==> config.mk <==
export PLATFORM = sky130hd
export DESIGN_NAME = lts_irq_status
export DESIGN_NICKNAME = d
export VERILOG_FILES = /design/src/core/lts_pkg.sv /design/src/core/lts_persist.sv /design/src/core/lts_irq_status.sv
export VERILOG_INCLUDE_DIRS = /design/src /design/src/core
export SDC_FILE = /design/constraint.sdc
export NUM_CORES = 1
export LEC_CHECK = 0
export BUFFER_PORTS_ARGS = -buffer_cell sky130_fd_sc_hd__buf_2
export CORE_UTILIZATION = 55
export CTS_CLUSTER_SIZE = 28
export DETAILED_ROUTE_END_ITERATION = 10
export GPL_ROUTABILITY_DRIVEN = 0
export PLACE_DENSITY = 0.92
export SLEW_MARGIN = 10
export SYNTH_ARGS = -nofsm -noshare
export SYNTH_HDL_FRONTEND = slang
export SYNTH_SLANG_ARGS = --single-unit
==> constraint.sdc <==
create_clock -name core_clk -period 4.4 [get_ports core_clk]
set_input_delay 0.88 -clock core_clk [delete_from_list [all_inputs] [get_ports core_clk]]
set_output_delay 0.88 -clock core_clk [all_outputs]
set_load 0.005 [all_outputs]
==> src/core/lts_cfg.svh <==
`ifndef LTS_CFG_SVH
`define LTS_CFG_SVH
`define LTS_ADDR_LOW_B0 8'h8a
`define LTS_ADDR_LOW_B1 8'h8b
`define LTS_ADDR_LOW_B2 8'h8c
`define LTS_ADDR_HIGH_B0 8'h8d
`define LTS_ADDR_HIGH_B1 8'h8e
`define LTS_ADDR_HIGH_B2 8'h8f
`define LTS_ADDR_PKG_FAB 8'h90
`define LTS_ADDR_DIE_VER 8'h91
`define LTS_ADDR_PART 8'h92
`define LTS_ADDR_STATUS 8'h93
`define LTS_BIT_SAT 7
`define LTS_BIT_LIGHT 3
`define LTS_BIT_FIFO 2
`define LTS_BIT_SYS 0
`define LTS_LIMIT_RESET 24'h000000
`define LTS_STATUS_RESET 8'h00
`endif

==> src/core/lts_pkg.sv <==
package lts_pkg;
  typedef logic [23:0] lts_limit_type;
  typedef logic [7:0] lts_byte_type;
endpackage : lts_pkg

==> src/core/lts_persist.sv <==
// Counts consecutive samples meeting a condition; fires when count exceeds target
module lts_persist
  import lts_pkg::*;
#(
  parameter int CW = 4
)
(
  // Clock and reset
  input wire logic core_clk,
  input wire logic reset_n,
  // Sample stream
  input wire logic sample_valid,
  input wire logic cond,
  input wire logic [CW-1:0] target,
  // Result
  output logic hit
);
  logic [CW-1:0] cnt_q;
  always_ff @(posedge core_clk)
  begin
    if (!reset_n)
      cnt_q <= '0;
    else if (sample_valid)
    begin
      if (!cond)
        cnt_q <= '0;
      else if (cnt_q != '1)
        cnt_q <= cnt_q + 1'b1;
    end
  end
  // The current sample completes a run of target + 1; a target of zero fires on every sample meeting the condition
  assign hit = sample_valid && cond && cnt_q >= target;
endmodule : lts_persist

==> src/core/lts_irq_status.sv <==
`include "lts_cfg.svh"
module lts_irq_status
  import lts_pkg::*;
#(
  parameter int NMOD = 3,
  parameter int PW = 4,
  parameter int FW = 8,
  // Identification values are arbitrary
  parameter logic [3:0] PKG_FAB_CODE = 4'h3,
  parameter logic [7:0] DIE_VERSION_CODE = 8'h42,
  parameter logic [7:0] PART_CODE = 8'h7e
)
(
  // Clock and reset
  input wire logic core_clk,
  input wire logic reset_n,
  // Register port
  input wire logic reg_wr,
  input wire logic reg_rd,
  input wire logic [7:0] reg_addr,
  input wire logic [7:0] reg_wdata,
  output logic [7:0] reg_rdata,
  // Configuration
  input wire logic light_irq_enable,
  input wire logic system_irq_enable,
  input wire logic [PW-1:0] light_persistence_count,
  input wire logic [1:0] limit_source_select,
  input wire logic [FW-1:0] fifo_fill_threshold,
  // Events and data
  input wire logic [NMOD*24-1:0] mod_data,
  input wire logic mod_data_valid,
  input wire logic saturation_event,
  input wire logic [FW-1:0] fifo_fill_level,
  input wire logic system_event,
  // Outputs
  output logic low_crossing_flag,
  output logic high_crossing_flag,
  output logic irq_n
);
  lts_limit_type low_q, high_q, sel_data;
  logic sat_q, light_q, fifo_q, sys_q, fifo_ack_q;
  logic low_hit, high_hit, wr_status, fifo_cond;
  logic sat_clr, light_clr, fifo_clr, sys_clr;
  logic [PW:0] low_run_q, high_run_q;
  lts_byte_type rd_d;

  // Byte-wide limit registers, written independently with no shadowing
  always_ff @(posedge core_clk)
  begin
    if (!reset_n)
      low_q <= `LTS_LIMIT_RESET;
    else if (reg_wr)
    begin
      unique case (reg_addr)
        `LTS_ADDR_LOW_B0: low_q[7:0] <= reg_wdata;
        `LTS_ADDR_LOW_B1: low_q[15:8] <= reg_wdata;
        `LTS_ADDR_LOW_B2: low_q[23:16] <= reg_wdata;
        default: ;
      endcase
    end
  end

  always_ff @(posedge core_clk)
  begin
    if (!reset_n)
      high_q <= `LTS_LIMIT_RESET;
    else if (reg_wr)
    begin
      unique case (reg_addr)
        `LTS_ADDR_HIGH_B0: high_q[7:0] <= reg_wdata;
        `LTS_ADDR_HIGH_B1: high_q[15:8] <= reg_wdata;
        `LTS_ADDR_HIGH_B2: high_q[23:16] <= reg_wdata;
        default: ;
      endcase
    end
  end

  // Out-of-range select falls back to modulator 0
  always_comb
  begin
    sel_data = mod_data[23:0];
    for (int i = 0; i < NMOD; i++)
      if (int'(limit_source_select) == i)
        sel_data = mod_data[i*24 +: 24];
  end

  lts_persist #(.CW(PW)) u_low
  (
    .core_clk(core_clk),
    .reset_n(reset_n),
    .sample_valid(mod_data_valid),
    .cond(sel_data < low_q),
    .target(light_persistence_count),
    .hit(low_hit)
  );

  lts_persist #(.CW(PW)) u_high
  (
    .core_clk(core_clk),
    .reset_n(reset_n),
    .sample_valid(mod_data_valid),
    .cond(sel_data > high_q),
    .target(light_persistence_count),
    .hit(high_hit)
  );

  assign wr_status = reg_wr && reg_addr == `LTS_ADDR_STATUS;
  assign fifo_cond = fifo_fill_level >= fifo_fill_threshold;
  assign sat_clr = wr_status && reg_wdata[`LTS_BIT_SAT];
  assign light_clr = wr_status && reg_wdata[`LTS_BIT_LIGHT];
  assign fifo_clr = wr_status && reg_wdata[`LTS_BIT_FIFO];
  assign sys_clr = wr_status && reg_wdata[`LTS_BIT_SYS];

  // Crossing flags clear with the light flag; set wins over clear so no event is lost
  always_ff @(posedge core_clk)
  begin
    if (!reset_n)
      light_q <= 1'b0;
    else if (light_irq_enable && (low_hit || high_hit))
      light_q <= 1'b1;
    else if (light_clr)
      light_q <= 1'b0;
  end

  always_ff @(posedge core_clk)
  begin
    if (!reset_n)
      low_crossing_flag <= 1'b0;
    else if (light_irq_enable && low_hit)
      low_crossing_flag <= 1'b1;
    else if (light_clr)
      low_crossing_flag <= 1'b0;
  end

  always_ff @(posedge core_clk)
  begin
    if (!reset_n)
      high_crossing_flag <= 1'b0;
    else if (light_irq_enable && high_hit)
      high_crossing_flag <= 1'b1;
    else if (light_clr)
      high_crossing_flag <= 1'b0;
  end

  always_ff @(posedge core_clk)
  begin
    if (!reset_n)
      sat_q <= 1'b0;
    else if (saturation_event)
      sat_q <= 1'b1;
    else if (sat_clr)
      sat_q <= 1'b0;
  end

  always_ff @(posedge core_clk)
  begin
    if (!reset_n)
      sys_q <= 1'b0;
    else if (system_irq_enable && system_event)
      sys_q <= 1'b1;
    else if (sys_clr)
      sys_q <= 1'b0;
  end

  // FIFO flag is a level; a clear hides it for one cycle only
  always_ff @(posedge core_clk)
  begin
    if (!reset_n)
      fifo_q <= 1'b0;
    else
      fifo_q <= fifo_cond && !fifo_clr;
  end

  always_ff @(posedge core_clk)
  begin
    if (!reset_n)
      fifo_ack_q <= 1'b0;
    else
      fifo_ack_q <= fifo_clr;
  end

  // Shadow run counters check the persistence filter independently of its module
  always_ff @(posedge core_clk)
  begin
    if (!reset_n)
      low_run_q <= '0;
    else if (mod_data_valid)
    begin
      if (sel_data >= low_q)
        low_run_q <= '0;
      else if (low_run_q != '1)
        low_run_q <= low_run_q + 1'b1;
    end
  end

  always_ff @(posedge core_clk)
  begin
    if (!reset_n)
      high_run_q <= '0;
    else if (mod_data_valid)
    begin
      if (sel_data <= high_q)
        high_run_q <= '0;
      else if (high_run_q != '1)
        high_run_q <= high_run_q + 1'b1;
    end
  end

  always_comb
  begin
    unique case (reg_addr)
      `LTS_ADDR_LOW_B0: rd_d = low_q[7:0];
      `LTS_ADDR_LOW_B1: rd_d = low_q[15:8];
      `LTS_ADDR_LOW_B2: rd_d = low_q[23:16];
      `LTS_ADDR_HIGH_B0: rd_d = high_q[7:0];
      `LTS_ADDR_HIGH_B1: rd_d = high_q[15:8];
      `LTS_ADDR_HIGH_B2: rd_d = high_q[23:16];
      `LTS_ADDR_PKG_FAB: rd_d = {4'h0, PKG_FAB_CODE};
      `LTS_ADDR_DIE_VER: rd_d = DIE_VERSION_CODE;
      `LTS_ADDR_PART: rd_d = PART_CODE;
      `LTS_ADDR_STATUS: rd_d = {sat_q, 3'h0, light_q, fifo_q, 1'b0, sys_q};
      default: rd_d = 8'h00;
    endcase
  end

  always_ff @(posedge core_clk)
  begin
    if (!reset_n)
      reg_rdata <= 8'h00;
    else if (reg_rd)
      reg_rdata <= rd_d;
  end

  assign irq_n = !(sat_q || light_q || fifo_q || sys_q);
endmodule : lts_irq_status

==> results of run 1 <==
-- synth_stat cells, types with 2 or more instances --
| master | instances | share of area |
|---|---|---|
| a211oi_1 | 28 | 0.037 |
| a21o_1 | 11 | 0.015 |
| a21oi_1 | 57 | 0.051 |
| a221oi_1 | 4 | 0.0062 |
| a222oi_1 | 2 | 0.0036 |
| a22o_1 | 2 | 0.0031 |
| a22oi_1 | 11 | 0.015 |
| a31oi_1 | 3 | 0.0033 |
| a32oi_1 | 2 | 0.0031 |
| and2_1 | 5 | 0.0056 |
| and3_1 | 2 | 0.0022 |
| and3b_1 | 2 | 0.0031 |
| and4_1 | 9 | 0.014 |
| buf_2 | 7 | 0.0062 |
| buf_4 | 2 | 0.0027 |
| clkbuf_1 | 27 | 0.018 |
| dfxtp_1 | 70 | 0.25 |
| ha_1 | 65 | 0.14 |
| inv_1 | 62 | 0.041 |
| mux2i_1 | 75 | 0.13 |
| mux4_2 | 3 | 0.012 |
| nand2_1 | 35 | 0.023 |
| nand2b_1 | 4 | 0.0045 |
| nand3_1 | 13 | 0.012 |
| nand3b_1 | 3 | 0.0040 |
| nand4_1 | 8 | 0.0089 |
| nor2_1 | 12 | 0.0080 |
| nor2b_1 | 85 | 0.095 |
| nor3_1 | 3 | 0.0027 |
| nor3b_1 | 2 | 0.0027 |
| nor4_1 | 2 | 0.0022 |
| o211ai_1 | 5 | 0.0067 |
| o21a_1 | 7 | 0.0094 |
| o21ai_0 | 22 | 0.020 |
| o221ai_1 | 2 | 0.0031 |
-- placed cells by master, fill, tap and decap left out, types with 2 or more instances in the layout --
cell / instances
a211oi_1: 28
a21o_1: 11
a21oi_1: 57
a221oi_1: 4
a222oi_1: 2
a22o_1: 2
a22oi_1: 11
a31oi_1: 3
a32oi_1: 2
and2_1: 5
and3_1: 2
and3b_1: 2
and4_1: 9
buf_2: 129
buf_4: 8
bufinv_16: 3
clkbuf_8: 9
clkinv_2: 3
dfxtp_1: 70
ha_1: 65
inv_1: 62
mux2i_1: 75
mux4_2: 3
nand2_1: 35
nand2b_1: 4
nand3_1: 13
nand3b_1: 3
nand4_1: 8
nor2_1: 12
nor2b_1: 85
nor3_1: 3
nor3b_1: 2
nor4_1: 2
o211ai_1: 5
o21a_1: 7
o21ai_0: 22
o221ai_1: 2
-- sequential cells by signal, summed over array words and instances, names as in the netlist --
register / flops
reg_rdata: 8
light_q: 1
sat_q: 1
low_crossing_flag: 1
fifo_q: 1
low_q: 24
u_low.cnt_q: 4
high_crossing_flag: 1
sys_q: 1
u_high.cnt_q: 4
high_q: 24
-- final cells by class --
cell class	instances	share of cell area
Tap cell	133	0.0253
Clock buffer	9	0.0188
Clock inverter	7	0.0171
Timing Repair Buffer	138	0.110
Multi-Input combinational cell	500	0.580
Sequential cell	70	0.213
Inverter	62	0.0354
-- critical path: stages --
cell and delay [ns]:
buf_2 0.34, buf_4 0.27, nor2b_1 0.07, a211oi_1 0.24, a21oi_1 0.11, ha_1 0.35, a2111oi_0 0.45, o21ai_0 0.17
a22oi_1 0.27, nand2_1 0.17, and2_1 0.18, o31a_1 0.27
-- routing by layer --
layer	up-vias	global-route usage	part of all wire
li1	2628	-	-
met3	51	0.0542	0.090
met4	0	0.138	0.034
met1	2573	0.374	0.43
met2	286	0.490	0.44
met5	-	0	0
-- report_power, final --
group	internal (uW)	switching, uW
sequential	639	5.50
clock	373	247
combinational	154	175
-- worst paths after layout --
path	start	to	depth (start not counted)
setup / recovery	limit_source_select[0]	light_q	12
hold / removal	reg_rdata[2]	reg_rdata[2]	2
setup reg to reg	high_q[22]	light_q	9
hold reg to reg	reg_rdata[2]	reg_rdata[2]	2
-- stage by stage --
step / worst slack, ns / cell area, um2 / hold WS (ns)
global placement: 0.656 / 6340 / 0.491
floorplan: 0.670 / 5620 / 0.470
detailed placement: 0.549 / 6340 / 0.487
CTS: 0.912 / 6580 / 0.506
global route: 0.653 / 6580 / 0.528
finish: 0.885 / 6580 / 0.510
-- cells by family (layout without fill, tap and decap cells) --
group,after synthesis,in the layout,share of synthesized area
AND/OR/NAND/NOR,190,190,0.197
AO/OA/AOI/OAI,166,166,0.191
buffers and inverters,100,216,0.0710
multiplexers,79,79,0.148
flip-flops,70,70,0.249
adder cells (fa/ha/maj),65,65,0.145
==> results.toml, run 1 <==
[cts]
cts_resized = 0
cts_hold_buffers = 0
cts_root_buf = "clkbuf_8"
clockBufferDepth = 2
cts_setup_buffers = 0
clock_sinks = 70
insertion_delay_ns = 0.35
clk_pin_slew_worst_paths_ns = 0.08
cts_made_buffers = 9
cts_tree = "built"
h-tree-depth = 3

[floorplanning]
core_area_mm2 = 0.00982
die_x_um = 103
fp.dieArea_mm2 = 0.0106
ios = 130
rows = 36
die_h_um = 103
start_util = 0.572

[critical_path]
required_ns = 4.65
end_kind = "flop"
reg2reg_slack_ns = 2.03
path_max_fanout = 19
startpoint_type = "primary input"
worstPathArrival_ns = 3.77
crit_type = "primary input to flop"

[detailed_routing]
routed_wl_mm = 15.8
drt_pass1_iterations = 5
dr_total_vias = 5538
first_iter_violations = 456
antenna_left = 0
drc_errors = 0
wl_per_cell_um = 17.2
via_per_inst = 6.03

[global_routing]
grt_max_degree = 74
grt_pass1_wl_mm = 24.1
grtUsageTotal = 0.296
gr-total-overflow = 0
grt_pass1_vias = 5151
antenna_found_initial = 0

[timing]
final.setup.tns_ns = 0
min_period_ns = 3.52
clock-skew-final_ns = 0.00904
maxClockFrequency_ghz = 0.284
tightestPinTransition_ns = 1.08
setup-violations-final = 0
hold_viol_final = 0
slew_violations = 0
rsz0062_at_grt = "false"
max-slew-margin-rel = 0.280
min_period_over_period = 0.799

[synth]
synth_nets = 854
yosys_warnings = 0
ys_seq_elements = 70
synth_enable_flop_cells = 0
syn_inst = 670
synthArstFlopShare = 0
synth_flop_cell = "dfxtp_1"
syn-cell-area_mm2 = 0.00562
synth.distinct_cells = 53
yosysSeqAreaShare = 0.249
avgSynthCellArea_um2 = 8.39

[pwr]
ir_drop_v = 0.000189
power_density_mw_per_mm2 = 242
p_leak_uw = 0.00278
total_power_uw = 1590

[outcome]
status = "completed"

[layout]
drive_above_1_share = 0.205
multi_input_area_mm2 = 0.00382
final_core_util = 0.670
stdcell_count = 919
nets = 965
nFillCells = 797
area_growth_syn_to_layout_pct = 17.1
seq_area_mm2 = 0.00140
antenna-diode-count = 0

[job]
cap_violations = 0

[placement]
port_buffers = 129
dp_cells = 903
place_hpwl_mm = 11.9

[min_path]
hp-class = "flop to flop"
No activity file was read; power rests on OpenSTA's default activity.
==> run 2: changes to the inputs <==
- ABC_AREA: unset -> 1
- CORE_UTILIZATION: 55 -> 49
- PLACE_DENSITY: 0.92 -> 0.89
- clock period: 4.4 -> 3 ns (I/O delays scaled with it)
==> run 2 against run 1 <==
  * Clock power increased by 7.1%
  * Clock-buffer cell count increased by 6
  * Synthesized cell count increased by 7.3%
  * Critical path type unchanged
  * Largest cell class unchanged
==> results.toml, run 2 <==
[synth]
synth_xor_area_frac = 0.00697
yosysSeqAreaShare = 0.279
synth_nets = 903
synth_area_leader_cell = "dfxtp_1"
synth-compound-area-share = 0.241
synth_enable_flop_cells = 0
yosys.area_share.simple = 0.210
netlist_top_cells_count = "nand2_1 (132), inv_1 (95), a21oi_1 (94)"
synthAdderAreaFrac = 0.162
synth_flop_cell = "dfxtp_1"
yosysMostFrequentCell = "nand2_1"
syn-cell-area_mm2 = 0.00503
avgSynthCellArea_um2 = 6.99
ys_seq_elements = 70
syn_inst = 719
synth.distinct_cells = 39
synthTopCellsByArea = "dfxtp_1 (28%), ha_1 (16%), nand2_1 (9.9%)"
synth_top_family_by_area = "compound AO/OA/AOI/OAI gates"
netlist.area_leader.share = 0.279
synthArstFlopShare = 0
muxShareOfSynthArea = 0
yosys_warnings = 0

[critical_path]
required_ns = 3.29
worstPathArrival_ns = 3.01
path_max_fanout = 37
startpoint_type = "primary input"
rr_worst_depth = 12
crit_type = "primary input to flop"
end_kind = "flop"

[layout]
final_area_mm2 = 0.00602
top_regs = "high_q x24, low_q x24, reg_rdata x8"
drive_above_1_share = 0.204
layout_commonest_cell = "nand2_1"
final_cell_mix = "nand2_1 (132), buf_2 (129), inv_1 (95)"
area_growth_syn_to_layout_pct = 19.8
nFillCells = 894
nets = 1036

[pwr]
power_density_mw_per_mm2 = 350
p_clk_frac = 0.315
p_int_uw = 1480
seq_power_share = 0.451
pwr-share-comb = 0.234
p_switching_uw = 625
p_leak_uw = 0.00275
switching_share = 0.297
ir_drop_v = 0.000161

[detailed_routing]
first_iter_violations = 373
routed_wl_mm = 14.3
antenna_left = 0
dr_total_vias = 5465
wl_per_cell_um = 14.4
drc_errors = 0
drt_pass1_iterations = 5
via_per_inst = 5.51

[timing]
slew_violations = 0
tightestPinTransition_ns = 0.596
setup_slack_ns = 0.281
rsz0062_at_grt = "false"
setup-violations-final = 0
max-slew-margin-rel = 0.602
hold_viol_final = 0
min_period_ns = 2.72
final.setup.tns_ns = 0
min_period_over_period = 0.906
clock-skew-final_ns = 0.00672
maxClockFrequency_ghz = 0.368

[cts]
cts_made_buffers = 9
cts_setup_buffers = 0
cts_tree = "built"
clockBufferDepth = 2
insertion_delay_ns = 0.36
clk_pin_slew_worst_paths_ns = 0.07
cts_root_buf = "clkbuf_8"
h-tree-depth = 3
clock_sinks = 70

[global_routing]
grtUsageTotal = 0.276
grt_max_degree = 50
antenna_found_initial = 1
gr-total-overflow = 0
grt_pass1_vias = 4853
grt_pass1_wl_mm = 22.3

[floorplanning]
core_area_mm2 = 0.00986
fp.dieArea_mm2 = 0.0107
ios = 130
die_h_um = 103
die_x_um = 103
rows = 36
start_util = 0.510

[placement]
place_hpwl_mm = 11.4
pre_cts_ws_ns = -0.0536
port_buffers = 129
placed_cell_area_mm2 = 0.00585

[outcome]
status = "completed"

[min_path]
hp-class = "primary input to flop"
hold_depth = 3

[job]
cap_violations = 0
## run 2: changes by cell type after synthesis, sizes merged, moves of 34 or more
cell,delta
a21oi,+38
mux2i,-75
nand2,+104
nor2,+34
nor2b,-85
o21ai,+41
## run 2: cell type report
cell class / instances / area (um2) / share of cell area
inverters: 96 / 360 / 0.0598
well taps: 133 / 166 / 0.0276
clock buffers: 15 / 156 / 0.0260
flip-flops and latches: 70 / 1400 / 0.233
repair buffers: 148 / 801 / 0.133
diodes: 1 / 2.50 / 0.000416
clock inverters: 1 / 5.00 / 0.000831
multi-input cells: 527 / 3130 / 0.520
## run 2: metal layers
metal,part of all wire,vias to the layer above,global-route usage
li1,-,2740,-
met1,0.41,2385,0.331
met2,0.45,280,0.457
met3,0.082,60,0.0524
met4,0.055,0,0.176
met5,0,-,0
## run 2: cells by family (layout without fill, tap and decap cells)
family,count (synthesis),after routing
adder cells (fa/ha/maj),65,65
XOR/XNOR,4,4
AO/OA/AOI/OAI,218,218
other,0,1
AND/OR/NAND/NOR,240,240
buffers and inverters,122,260
flip-flops,70,70
## run 2: path summary, 6_finish.rpt
check	startpoint	endpoint	slack [ns]
worst max-delay path	limit_source_select[0]	light_q	0.28
worst min-delay path	saturation_event	sat_q	0.45
worst max register to register	high_q[3]	u_high.cnt_q[3]	0.81
worst min register to register	reg_rdata[0]	reg_rdata[0]	0.46
## run 2: metrics by stage
stage	util	total power, uW	hold slack (ns)	cells
after floorplan	-	1260	0.445	719
after global placement	0.593	1440	0.453	974
after detailed placement	0.593	1450	0.453	974
after CTS	0.609	2090	0.457	990
after global routing	0.610	2220	0.484	991
final	0.610	2110	0.453	991
## run 2: what timing repair did
action                     CTS  global route
setup endpoints to repair    0             3
gates resized for setup      0             2
hold buffers                 0             0
## run 2: power by group through the flow
stage | Combinational (uW) | Sequential, uW | Clock, uW
global placement | 469 | 970 | 0
finish | 493 | 949 | 664
floorplan | 292 | 968 | 0
global route | 563 | 950 | 706
CTS | 486 | 949 | 659
detailed placement | 483 | 970 | 0
## run 2: critical path, cell delays in order
cell and delay, ns:
buf_2 0.10, inv_1 0.05, nand2_1 0.10, buf_12 0.19, buf_4 0.19, nor2_1 0.05, a31oi_1 0.22, ha_1 0.30
a21oi_1 0.17, o21a_1 0.13, o211ai_1 0.07, a21oi_1 0.27, inv_1 0.12, a21oi_4 0.18, nand3_1 0.12, a21oi_1 0.15
